`config.mk`:
```
export PLATFORM = sky130hd
export DESIGN_NAME = zone_input_status_registers
export DESIGN_NICKNAME = d
export VERILOG_FILES = /design/src/heartbeat_gen.v /design/src/zone_input_status_registers.v
export VERILOG_INCLUDE_DIRS = /design/src
export SDC_FILE = /design/constraint.sdc
export NUM_CORES = 1
export LEC_CHECK = 0
export ABC_AREA = 1
export BUFFER_PORTS_ARGS = -buffer_cell sky130_fd_sc_hd__buf_2
export CAP_MARGIN = 10
export CORE_MARGIN = 3
export CORE_UTILIZATION = 45
export CTS_BUF_LIST = sky130_fd_sc_hd__clkbuf_2 sky130_fd_sc_hd__clkbuf_4 sky130_fd_sc_hd__clkbuf_8
export DETAILED_ROUTE_END_ITERATION = 8
export HOLD_SLACK_MARGIN = 0.06
export PLACE_DENSITY = 0.67
export SLEW_MARGIN = 5
export SYNTH_ARGS = -nofsm -noshare
export SYNTH_HDL_FRONTEND = slang
export SYNTH_SLANG_ARGS = --single-unit
```
`constraint.sdc`:
```
create_clock -name clk -period 3.4 [get_ports clk]
set_clock_uncertainty 0.15 [all_clocks]
set_input_delay 0.51 -clock clk [delete_from_list [all_inputs] [get_ports clk]]
set_output_delay 0.51 -clock clk [all_outputs]
set_load 0.05 [all_outputs]
```
`src/zone_input_consts.vh`:
```
`ifndef ZONE_INPUT_CONSTS_VH
`define ZONE_INPUT_CONSTS_VH

// Register indices on the module register port
`define OFS_STOP_STATUS     8'h13
`define OFS_SENSOR_BITS     8'h23
`define OFS_UP_REL_ECHO     8'h69
`define OFS_REV_TAG_LO      8'h79
`define OFS_REV_TAG_HI      8'h7A
`define OFS_DN_REL_ECHO     8'hB9
`define OFS_DN_HELD_TAG_HI  8'hC8
`define OFS_FWD_TAG_LO      8'hC9
`define OFS_FWD_TAG_HI      8'hCA

// Sensor register field positions
`define SNS_LEFT_AUX        0
`define SNS_RIGHT_AUX       2
`define SNS_LEFT_SIG        4
`define SNS_RIGHT_SIG       6
`define SNS_HEARTBEAT       15

// Stop status field positions
`define STP_GROUP           5
`define STP_LINK_LOST       6
`define STP_CTRL_LOST       7
`define STP_CTRL_CMD        10

// Zone status encodings, low byte
`define ZS_MIN              8'h01
`define ZS_MAX              8'h06

// Reset values
`define RST_WORD            16'h0000

// Heartbeat half period: 2 s at 20 MHz (50 ns)
`define HB_HALF_MS          2000
`define CLK_NS              50
`define HB_HALF_CYC         ((`HB_HALF_MS * 1000000) / `CLK_NS)

`endif

```
`src/heartbeat_gen.v`:
```
`include "zone_input_consts.vh"

// Free running square wave, equal high and low halves
module heartbeat_gen #(
    parameter HALF_CYCLES = `HB_HALF_CYC // Cycles per half period
) (
    input wire clk,     // System clock
    input wire sys_rst, // Synchronous reset, active high
    output reg beat     // Heartbeat level
);

    reg [31:0] cnt_reg; // Cycles into the current half

    ////////////////////////////////////////////////////////////////////////
    // Count halves and flip the level
    always @(posedge clk) begin
        if (sys_rst) begin
            cnt_reg <= 32'h00000000;
            beat <= 1'b1;
        end else if (cnt_reg >= HALF_CYCLES - 1) begin
            // End of half: restart and toggle
            cnt_reg <= 32'h00000000;
            beat <= ~beat;
        end else begin
            cnt_reg <= cnt_reg + 32'h00000001;
        end
    end

endmodule

```
`src/zone_input_status_registers.v`:
```
`include "zone_input_consts.vh"

// Behaviour
// - Held downstream load shows tracking word two
// - Echo upstream release output register value
// - Echo downstream release output register value
// - Forward discharge latches both tracking words
// - Reverse discharge latches both tracking words
// - Sensor bits 0,2,4,6 map aux, signals
// - Bit 15 heartbeat two seconds each
// - Stop bit 5: group stop elsewhere
// - Stop bit 6: inter-module link lost
// - Stop bit 7: controller connection lost
// - Stop bit 10: controller stop command
// - Other stop bits reserved, read zero
// - Zone status low byte values 1-6
// - High byte may carry reversing status
// - Byte image places high byte first
// - Sensor bits read 1 when blocked
module zone_input_status_registers #(
    parameter HB_HALF = `HB_HALF_CYC // Heartbeat half period in cycles
) (
    input wire clk,                   // 20 MHz clock
    input wire sys_rst,               // Synchronous reset, active high
    input wire [7:0] reg_addr,        // Register index
    input wire reg_rd,                // Read strobe
    input wire reg_wr,                // Write strobe, only acknowledged
    input wire [15:0] reg_wdata,      // Write data, ignored
    output reg [15:0] reg_rdata,      // Read data word
    output reg reg_ack,               // Read or write answered
    input wire [3:0] img_byte_idx,    // Byte index into image words
    output reg [7:0] img_byte,        // Byte of the process image
    input wire dn_zone_held,          // Downstream load accumulated, stopped
    input wire [15:0] dn_tag_hi,      // Tracking word 2 of downstream load
    input wire [15:0] dn_tag_lo,      // Tracking word 1 of downstream load
    input wire [15:0] up_release_out, // Upstream release output register
    input wire [15:0] dn_release_out, // Downstream release output register
    input wire discharge_evt,         // Pulse: load left to plain conveyor
    input wire dir_reverse,           // Belt runs opposite default
    input wire left_aux_pin,          // Left aux input pin
    input wire right_aux_pin,         // Right aux input pin
    input wire left_sensor_pin,       // Left sensor pin
    input wire right_sensor_pin,      // Right sensor pin
    input wire left_sensor_inv,       // Left sensor light-on-clear polarity
    input wire right_sensor_inv,      // Right sensor light-on-clear polarity
    input wire stop_group,            // Stop active on group peer
    input wire stop_link_lost,        // Stop by lost inter-module link
    input wire stop_ctrl_lost,        // Stop by lost controller link
    input wire stop_ctrl_cmd,         // Stop by controller command
    input wire [2:0] zone_state,      // Zone logical state 1..6
    input wire [7:0] zone_rev_state,  // Reversing status, high byte
    output reg [15:0] zone_status     // Encoded zone status word
);

    ////////////////////////////////////////////////////////////////////////
    // Declarations
    reg [3:0] pin_s1_reg;          // First sync stage, pins
    reg [3:0] pin_s2_reg;          // Second sync stage, pins
    reg [3:0] stp_s1_reg;          // First sync stage, stop causes
    reg [3:0] stp_s2_reg;          // Second sync stage, stop causes
    reg [15:0] held_hi_reg;        // Downstream held word 2
    reg [15:0] fwd_lo_reg;         // Forward discharge word 1
    reg [15:0] fwd_hi_reg;         // Forward discharge word 2
    reg [15:0] rev_lo_reg;         // Reverse discharge word 1
    reg [15:0] rev_hi_reg;         // Reverse discharge word 2
    reg [15:0] up_echo_reg;        // Upstream release echo
    reg [15:0] dn_echo_reg;        // Downstream release echo
    reg [15:0] sensor_reg;         // Sensor port input image
    reg [15:0] stop_reg;           // Stop status image
    reg [15:0] rdata_next;         // Read mux result
    reg [15:0] img_word;           // Word picked for byte image
    reg [7:0] zs_low;              // Clamped zone status low byte
    wire beat;                     // Heartbeat level

    ////////////////////////////////////////////////////////////////////////
    // Map a register index to its word
    function [15:0] pick_word;
        input [7:0] a;
        begin
            if (a == `OFS_STOP_STATUS) begin
                pick_word = stop_reg;
            end else if (a == `OFS_SENSOR_BITS) begin
                pick_word = sensor_reg;
            end else if (a == `OFS_UP_REL_ECHO) begin
                pick_word = up_echo_reg;
            end else if (a == `OFS_REV_TAG_LO) begin
                pick_word = rev_lo_reg;
            end else if (a == `OFS_REV_TAG_HI) begin
                pick_word = rev_hi_reg;
            end else if (a == `OFS_DN_REL_ECHO) begin
                pick_word = dn_echo_reg;
            end else if (a == `OFS_DN_HELD_TAG_HI) begin
                pick_word = held_hi_reg;
            end else if (a == `OFS_FWD_TAG_LO) begin
                pick_word = fwd_lo_reg;
            end else if (a == `OFS_FWD_TAG_HI) begin
                pick_word = fwd_hi_reg;
            end else begin
                // Unmapped index reads zero
                pick_word = `RST_WORD;
            end
        end
    endfunction

    ////////////////////////////////////////////////////////////////////////
    // Heartbeat source
    heartbeat_gen #(
        .HALF_CYCLES(HB_HALF)
    ) u_beat (
        .clk(clk),
        .sys_rst(sys_rst),
        .beat(beat)
    );

    ////////////////////////////////////////////////////////////////////////
    // Two-stage synchronisers for pins and stop causes
    always @(posedge clk) begin
        if (sys_rst) begin
            pin_s1_reg <= 4'h0;
            pin_s2_reg <= 4'h0;
            stp_s1_reg <= 4'h0;
            stp_s2_reg <= 4'h0;
        end else begin
            pin_s1_reg <= {right_sensor_pin, left_sensor_pin, right_aux_pin, left_aux_pin};
            pin_s2_reg <= pin_s1_reg;
            stp_s1_reg <= {stop_ctrl_cmd, stop_ctrl_lost, stop_link_lost, stop_group};
            stp_s2_reg <= stp_s1_reg;
        end
    end

    ////////////////////////////////////////////////////////////////////////
    // Tracking words and release echoes
    always @(posedge clk) begin
        if (sys_rst) begin
            held_hi_reg <= `RST_WORD;
            fwd_lo_reg <= `RST_WORD;
            fwd_hi_reg <= `RST_WORD;
            rev_lo_reg <= `RST_WORD;
            rev_hi_reg <= `RST_WORD;
            up_echo_reg <= `RST_WORD;
            dn_echo_reg <= `RST_WORD;
        end else begin
            if (dn_zone_held) begin
                held_hi_reg <= dn_tag_hi;
            end else begin
                // No load held: word clears
                held_hi_reg <= `RST_WORD;
            end
            up_echo_reg <= up_release_out;
            dn_echo_reg <= dn_release_out;
            if (discharge_evt && !dir_reverse) begin
                fwd_lo_reg <= dn_tag_lo;
                fwd_hi_reg <= dn_tag_hi;
            end
            if (discharge_evt && dir_reverse) begin
                rev_lo_reg <= dn_tag_lo;
                rev_hi_reg <= dn_tag_hi;
            end
        end
    end

    ////////////////////////////////////////////////////////////////////////
    // Sensor and stop status images
    always @(posedge clk) begin
        if (sys_rst) begin
            sensor_reg <= `RST_WORD;
            stop_reg <= `RST_WORD;
        end else begin
            sensor_reg <= `RST_WORD;
            sensor_reg[`SNS_LEFT_AUX] <= pin_s2_reg[0];
            sensor_reg[`SNS_RIGHT_AUX] <= pin_s2_reg[1];
            sensor_reg[`SNS_LEFT_SIG] <= pin_s2_reg[2] ^ left_sensor_inv;
            sensor_reg[`SNS_RIGHT_SIG] <= pin_s2_reg[3] ^ right_sensor_inv;
            sensor_reg[`SNS_HEARTBEAT] <= beat;
            stop_reg <= `RST_WORD;
            stop_reg[`STP_GROUP] <= stp_s2_reg[0];
            stop_reg[`STP_LINK_LOST] <= stp_s2_reg[1];
            stop_reg[`STP_CTRL_LOST] <= stp_s2_reg[2];
            stop_reg[`STP_CTRL_CMD] <= stp_s2_reg[3];
        end
    end

    ////////////////////////////////////////////////////////////////////////
    // Zone status clamp
    always @* begin
        if (zone_state >= `ZS_MIN && zone_state <= `ZS_MAX) begin
            zs_low = {5'h00, zone_state};
        end else begin
            zs_low = `ZS_MIN;
        end
    end

    ////////////////////////////////////////////////////////////////////////
    // Read muxes
    always @* begin
        rdata_next = pick_word(reg_addr);
        case (img_byte_idx[3:1])
            3'h0: img_word = held_hi_reg;
            3'h1: img_word = up_echo_reg;
            3'h2: img_word = dn_echo_reg;
            3'h3: img_word = fwd_lo_reg;
            3'h4: img_word = fwd_hi_reg;
            3'h5: img_word = rev_lo_reg;
            3'h6: img_word = rev_hi_reg;
            default: img_word = sensor_reg;
        endcase
    end

    ////////////////////////////////////////////////////////////////////////
    // Registered outputs
    always @(posedge clk) begin
        if (sys_rst) begin
            reg_rdata <= `RST_WORD;
            reg_ack <= 1'b0;
            img_byte <= 8'h00;
            zone_status <= `RST_WORD;
        end else begin
            reg_ack <= reg_rd | reg_wr;
            if (reg_rd) begin
                reg_rdata <= rdata_next;
            end
            if (img_byte_idx[0] == 1'b0) begin
                img_byte <= img_word[15:8];
            end else begin
                img_byte <= img_word[7:0];
            end
            zone_status <= {zone_rev_state, zs_low};
        end
    end

endmodule

```
==> results of run 1 <==
-- where the power goes --
part	total (mW)	switching, mW	internal, mW
combinational	0.513	0.332	0.182
sequential	2.60	0.0673	2.53
clock	2.22	0.953	1.27
total	5.33	1.35	3.98
-- cell usage after synthesis (4+ instances only) --
cell	count	share of area, %
buf_2	8	0.46
clkbuf_1	32	1.4
a21oi_1	98	5.6
nand4_1	28	2.0
o22ai_1	17	1.2
nand3_1	33	1.9
buf_4	8	0.69
or2_2	5	0.36
a221oi_1	6	0.60
inv_1	189	8.1
nor2_1	211	9.0
inv_2	5	0.21
a211oi_1	4	0.34
nand2_1	190	8.1
xnor2_1	6	0.60
dfxtp_1	206	47
xor2_1	12	1.2
o21ai_0	99	5.7
nor3_1	14	0.80
o2111ai_1	4	0.40
-- worst paths after layout --
path / startpoint / endpoint / slack, ns / depth (start not counted)
setup / recovery: img_byte_idx[3] / img_byte[4] / 1.29 / 8
hold / removal: dn_tag_lo[8] / fwd_lo_reg[8] / 0.08 / 3
setup reg to reg: u_beat.cnt_reg[0] / u_beat.cnt_reg[15] / 1.34 / 8
hold reg to reg: pin_s1_reg[1] / pin_s2_reg[1] / 0.25 / 2
-- cells in the final DEF, fill, tap and decap left out, drive strengths merged, types with 2 or more instances in the layout --
cell type,n
or2,8
o21ai,100
a211oi,4
buf,146
a221oi,6
o2111ai,4
dfxtp,206
nor3,15
xor2,12
dlygate4sd3,52
clkinv,5
a22o,3
inv,194
nor4,4
a22oi,2
nand3,36
clkinvlp,3
o221ai,2
nand4,29
nor2,214
xnor2,6
o31ai,3
o22ai,17
nand2,193
clkbuf,55
a21oi,100
conb,11
-- per-stage QoR --
step / hold WS, ns / worst slack [ns] / instance area [um2] / power (mW)
CTS: 0.0617 / 1.32 / 10900 / 5.38
global placement: 0.240 / 0.962 / 9620 / 3.10
detailed placement: 0.242 / 0.907 / 9620 / 3.10
floorplan: 0.238 / 1.64 / 8790 / 2.92
global route: 0.0756 / 1.12 / 10900 / 5.56
finish: 0.0842 / 1.29 / 10900 / 5.33
-- cell type report --
type,count,share of cell area [%]
Sequential cell,206,38.0
Multi-Input combinational cell,777,33.9
Inverter,197,6.81
Clock buffer,55,6.28
Timing Repair Buffer,198,11.7
Clock inverter,5,0.300
Tap cell,260,3.00
-- cell families after synthesis --
logic type / count (synthesis) / share of synthesized area (%)
AND/OR/NAND/NOR: 502 / 24.3
buffers and inverters: 248 / 11.3
AO/OA/AOI/OAI: 245 / 15.3
flip-flops: 206 / 47.1
XOR/XNOR: 18 / 1.80
adder cells (fa/ha/maj): 1 / 0.143
other: 1 / 0.0428
-- per-layer routing --
layer | vias to the layer above | track usage (%)
li1 | 4256 | -
met4 | 0 | 10.8
met3 | 78 | 3.89
met2 | 315 | 41.2
met5 | - | 0
met1 | 3884 | 30.3
-- critical path, stage by stage --
cell and delay, ns:
buf_2 0.13, inv_1 0.08, nand2_1 0.26, clkinv_1 0.44, a21oi_1 0.30, nand3_1 0.09, o31ai_1 0.39, a21oi_1 0.12
==> reports/qor.yml, run 1 <==
detailedRoute.firstIterationViolations: 767
outcome: "completed"
peakVddDrop_mv: 0.330
grt_overflow_total: 0
power.leakage_nw: 4.91
setup_tns_ns: 0
ctsHtreeMaxLevel: 2
post-route-period-util_pct: 62.1
setup.worst_path.class: "in2reg"
die_height_um: 145
tightest_hold_check_type: "in2reg"
numPlacedInstances: 1586
antenna_cells: 0
postCtsSetupBuffers: 0
floorplan.io_pins: 161
synthesis.yosys.warnings: 0
stdcell_count: 1698
route.layer.met1.wl_mm: 10.8
cts_num_sinks: 206
dp_hpwl_mm: 18.3
routed-wl-met3_mm: 1.61
ys.flop_type: "dfxtp_1"
crit_fanout: 10
cts.repair.resized: 0
layout.core_utilization_pct: 57.5
die_width_um: 145
floorplan.core_area_um2: 18900
top_layer_used: "met4"
cts_max_path_buffers: 3
ant_nets: 0
initial_core_util_pct: 46.3
tritoncts: "yes"
synth_cell_types: 49
achievable-frequency_ghz: 0.473
crit_required_ns: 3.63
final_layout_size_suffix_gt1_share_pct: 16.1
cellPowerDensity_nw_per_um2: 491
worst_setup_hold_path_clk_slew_ns: 0.06
grt_max_degree: 86
netlist_instances: 1221
clock-root-buffer: "clkbuf_8"
layout.filler_cells: 1784
clock_latency_ns: 0.52
synth-seq-cells: 206
grt_util_all_layers_pct: 24.2
cts_hold_repair.buffers: 52
timing.critical_path.arrival_ns: 2.34
finalHoldViolations: 0
gp_routability_congestion: 0.948
grt_pass1_vias: 8093
finalNetCount: 1536
routed_wire_length_per_instance_um: 15.3
detailroute.via_count: 8533
first_pass_grt_wire_length_mm: 41.5
maxCapViolations: 0
route.final.wire_length_mm: 25.9
drv_slew: 0
postSynth.asyncResetShare_pct: 0
die_area_um2: 21200
cts-buffers-inserted: 35
post-route-drc-count: 0
seqCellArea_um2: 4120
critPathCaptureType: "register"
unrepaired_setup_endpoints_after_global_routing: "false"
layout_min_cycle_time_ns: 2.11
edff_count_synth: 0
grt_antenna_before_repair: 0
firstDrtPassIters: 6
post_synthesis_sequential_area_ratio_pct: 47.1
standard_cell_rows: 50
drt-vias-per-instance: 5.03
post_synth_instance_area_um2: 8750
worst_pin_slew_ns: 1.01
synth_area_per_cell_um2: 7.17
multi_input_area_um2: 3680
final-setup-viol-count: 0
met2RoutedLength_mm: 12.4
largest_register_ff_count: 32
startpoint_type: "input port"
buffer_ports.inserted: 139
timing.max_slew.rel_slack_pct: 32.9
areaGrowthSynthToFinish_pct: 24.0
No activity file was read; power rests on OpenSTA's default activity.
==> inputs of run 2 (changes only) <==
==> constraint.sdc (replaced) <==
create_clock -name clk -period 1.97 [get_ports clk]
set_clock_uncertainty 0.15 [all_clocks]
set_input_delay 0.2955 -clock clk [delete_from_list [all_inputs] [get_ports clk]]
set_output_delay 0.2955 -clock clk [all_outputs]
set_load 0.05 [all_outputs]
==> reports/qor.yml, run 2 (synthesis gave the netlist of run 1 again) <==
outcome: "completed"  # unchanged
grt_overflow_total: 0  # unchanged
initial_core_util_pct: 46.3  # unchanged
ctsHtreeMaxLevel: 2  # unchanged
finalHoldViolations: 0  # unchanged
worst_setup_hold_path_clk_slew_ns: 0.07  # was 0.06 ns
worst_pin_slew_ns: 0.500  # was 1.01 ns
clock_latency_ns: 0.53  # was 0.52 ns
timing.max_slew.rel_slack_pct: 66.7  # was 32.9%
finalNetCount: 1629  # was 1,536
critPathCaptureType: "register"  # unchanged
cellPowerDensity_nw_per_um2: 791  # was 491 nW/um2
grt_antenna_before_repair: 1  # was 0
totalPowerFinal_mw: 9.43  # was 5.33 mW
die_width_um: 145  # unchanged
firstDrtPassIters: 6  # unchanged
areaGrowthSynthToFinish_pct: 36.2  # was 24.0%
timing.critical_path.arrival_ns: 2.19  # was 2.34 ns
standard_cell_rows: 50  # unchanged
tightest_hold_check_type: "in2reg"  # unchanged
gp_routability_congestion: 0.938  # was 0.948
peakVddDrop_mv: 0.677  # was 0.330 mV
cts_num_sinks: 206  # unchanged
cts_max_path_buffers: 3  # unchanged
final-setup-viol-count: 0  # unchanged
achievable-frequency_ghz: 0.516
drv_slew: 0  # unchanged
layout.cells.most_common_list: "210 x nor2_1, 206 x dfxtp_1, 189 x inv_1, 189 x nand2_1, 139 x buf_2"  # was 210 x nor2_1, 206 x dfxtp_1, 190 x nand2_1, 189 x inv_1, 139 x buf_2
post-route-period-util_pct: 98.3
dp_hpwl_mm: 18.7  # was 18.3 mm
largest_register_ff_count: 32  # unchanged
drt-vias-per-instance: 4.97  # was 5.03
buffer_ports.inserted: 139  # unchanged
final_area_um2: 11900  # was 10,900 um2
unrepaired_setup_endpoints_after_global_routing: "true"  # was false
setup_tns_ns: 0  # unchanged
detailedRoute.firstIterationViolations: 490  # was 767
ant_nets: 0  # unchanged
rr_startpoint: "u_beat.cnt_reg[0]"  # unchanged
maxCapViolations: 0  # unchanged
setup.worst_path.class: "in2reg"  # unchanged
first_pass_grt_wire_length_mm: 43.6  # was 41.5 mm
clock-root-buffer: "clkbuf_8"  # unchanged
die_area_um2: 21200  # unchanged
layout_min_cycle_time_ns: 1.94
cts-buffers-inserted: 36  # was 35
route.final.wire_length_mm: 27.9  # was 25.9 mm
tritoncts: "yes"  # unchanged
grt_max_degree: 75  # was 86
final_layout_size_suffix_gt1_share_pct: 18.0  # was 16.1%
crit_fanout: 72  # was 10
power.leakage_nw: 5.41  # was 4.91 nW
crit_required_ns: 2.22  # was 3.63 ns
routed_wire_length_per_instance_um: 15.6  # was 15.3 um
floorplan.core_area_um2: 18900  # unchanged
detailroute.via_count: 8914  # was 8,533
layout_commonest_cell: "nor2_1"  # unchanged
crit_path_start: "sys_rst"  # was img_byte_idx[3]
holdCritStartpoint: "img_byte_idx[0]"  # was dn_tag_lo[8]
post-route-drc-count: 0  # unchanged
startpoint_type: "input port"  # unchanged
floorplan.io_pins: 161  # unchanged
layout.filler_cells: 1717  # was 1,784
grt_pass1_vias: 8723  # was 8,093
die_height_um: 145  # unchanged
placed_area_um2: 9980  # was 9620 um2
grt_util_all_layers_pct: 25.2  # was 24.2%
==> run 2: changes by cell type in the layout (fill, tap and decap cells not counted), moves of 2 or more <==
cell,delta
dlygate4sd3_1,+55
buf_4,+24
buf_12,+9
clkbuf_4,-4
clkinv_2,+3
inv_6,+3
clkbuf_16,+2
clkinvlp_4,-2
nor3_1,-2
nor3_2,+2
==> run 2: worst max-delay path, cell delays in order <==
cell,delay [ns]
dlygate4sd3_1,0.54
buf_2,0.15
buf_4,0.22
buf_12,0.31
a211oi_1,0.08
dlygate4sd3_1,0.56
==> run 2: where the power goes <==
| group | total (mW) | leakage, nW | switching (mW) | internal, mW |
|---|---|---|---|---|
| clock | 3.91 | 0.390 | 1.72 | 2.19 |
| combinational | 1.05 | 3.32 | 0.616 | 0.431 |
| sequential | 4.48 | 1.70 | 0.113 | 4.37 |
==> run 2: final timing paths <==
check                      end  slack (ns)  depth (start not counted)
min reg2reg        stop_reg[7]        0.25                          2
min                img_byte[7]        0.10                          4
max reg2reg  u_beat.cnt_reg[3]        0.13                          8
max             zone_status[2]        0.03                          6
==> run 2: metal layers <==
layer	wire length (um)	global-route usage, %	up-vias	share of wire, %
met4	1020	8.36	0	3.7
li1	-	-	4447	-
met1	11400	30.4	4084	41
met2	13800	46.0	306	49
met5	0	0	-	0
met3	1700	3.77	77	6.1
==> run 2: through the flow <==
step           setup slack [ns]  std cells  hold WS (ns)  utilization, %
2_1_floorplan             0.208       1231         0.238               -
3_3_place_gp             0.0375       1619         0.239            52.8
3_5_place_dp           0.000853       1619         0.244            52.8
4_1_cts                  0.0293       1787        0.0629            62.4
5_1_grt                 -0.0176       1792         0.101            63.1
6_report                 0.0336       1792         0.103            63.1
==> run 2: layout make-up <==
| class | count | area, um2 | area share (%) |
|---|---|---|---|
| clock buffers | 52 | 666 | 5.58 |
| flip-flops and latches | 206 | 4120 | 34.6 |
| well taps | 260 | 325 | 2.73 |
| multi-input cells | 778 | 3760 | 31.5 |
| diodes | 1 | 2.50 | 0.0210 |
| clock inverters | 9 | 60.1 | 0.504 |
| repair buffers | 289 | 2240 | 18.8 |
| inverters | 197 | 743 | 6.23 |
==> run 2: what timing repair did <==
item                       4_1_cts  5_1_grt
setup endpoints to repair        1       34
resized for setup                1       13
hold endpoints to repair       141        1
cloned                           1        2
buffers inserted                 0        1
pin swaps                        1        1
hold buffers                   106        1
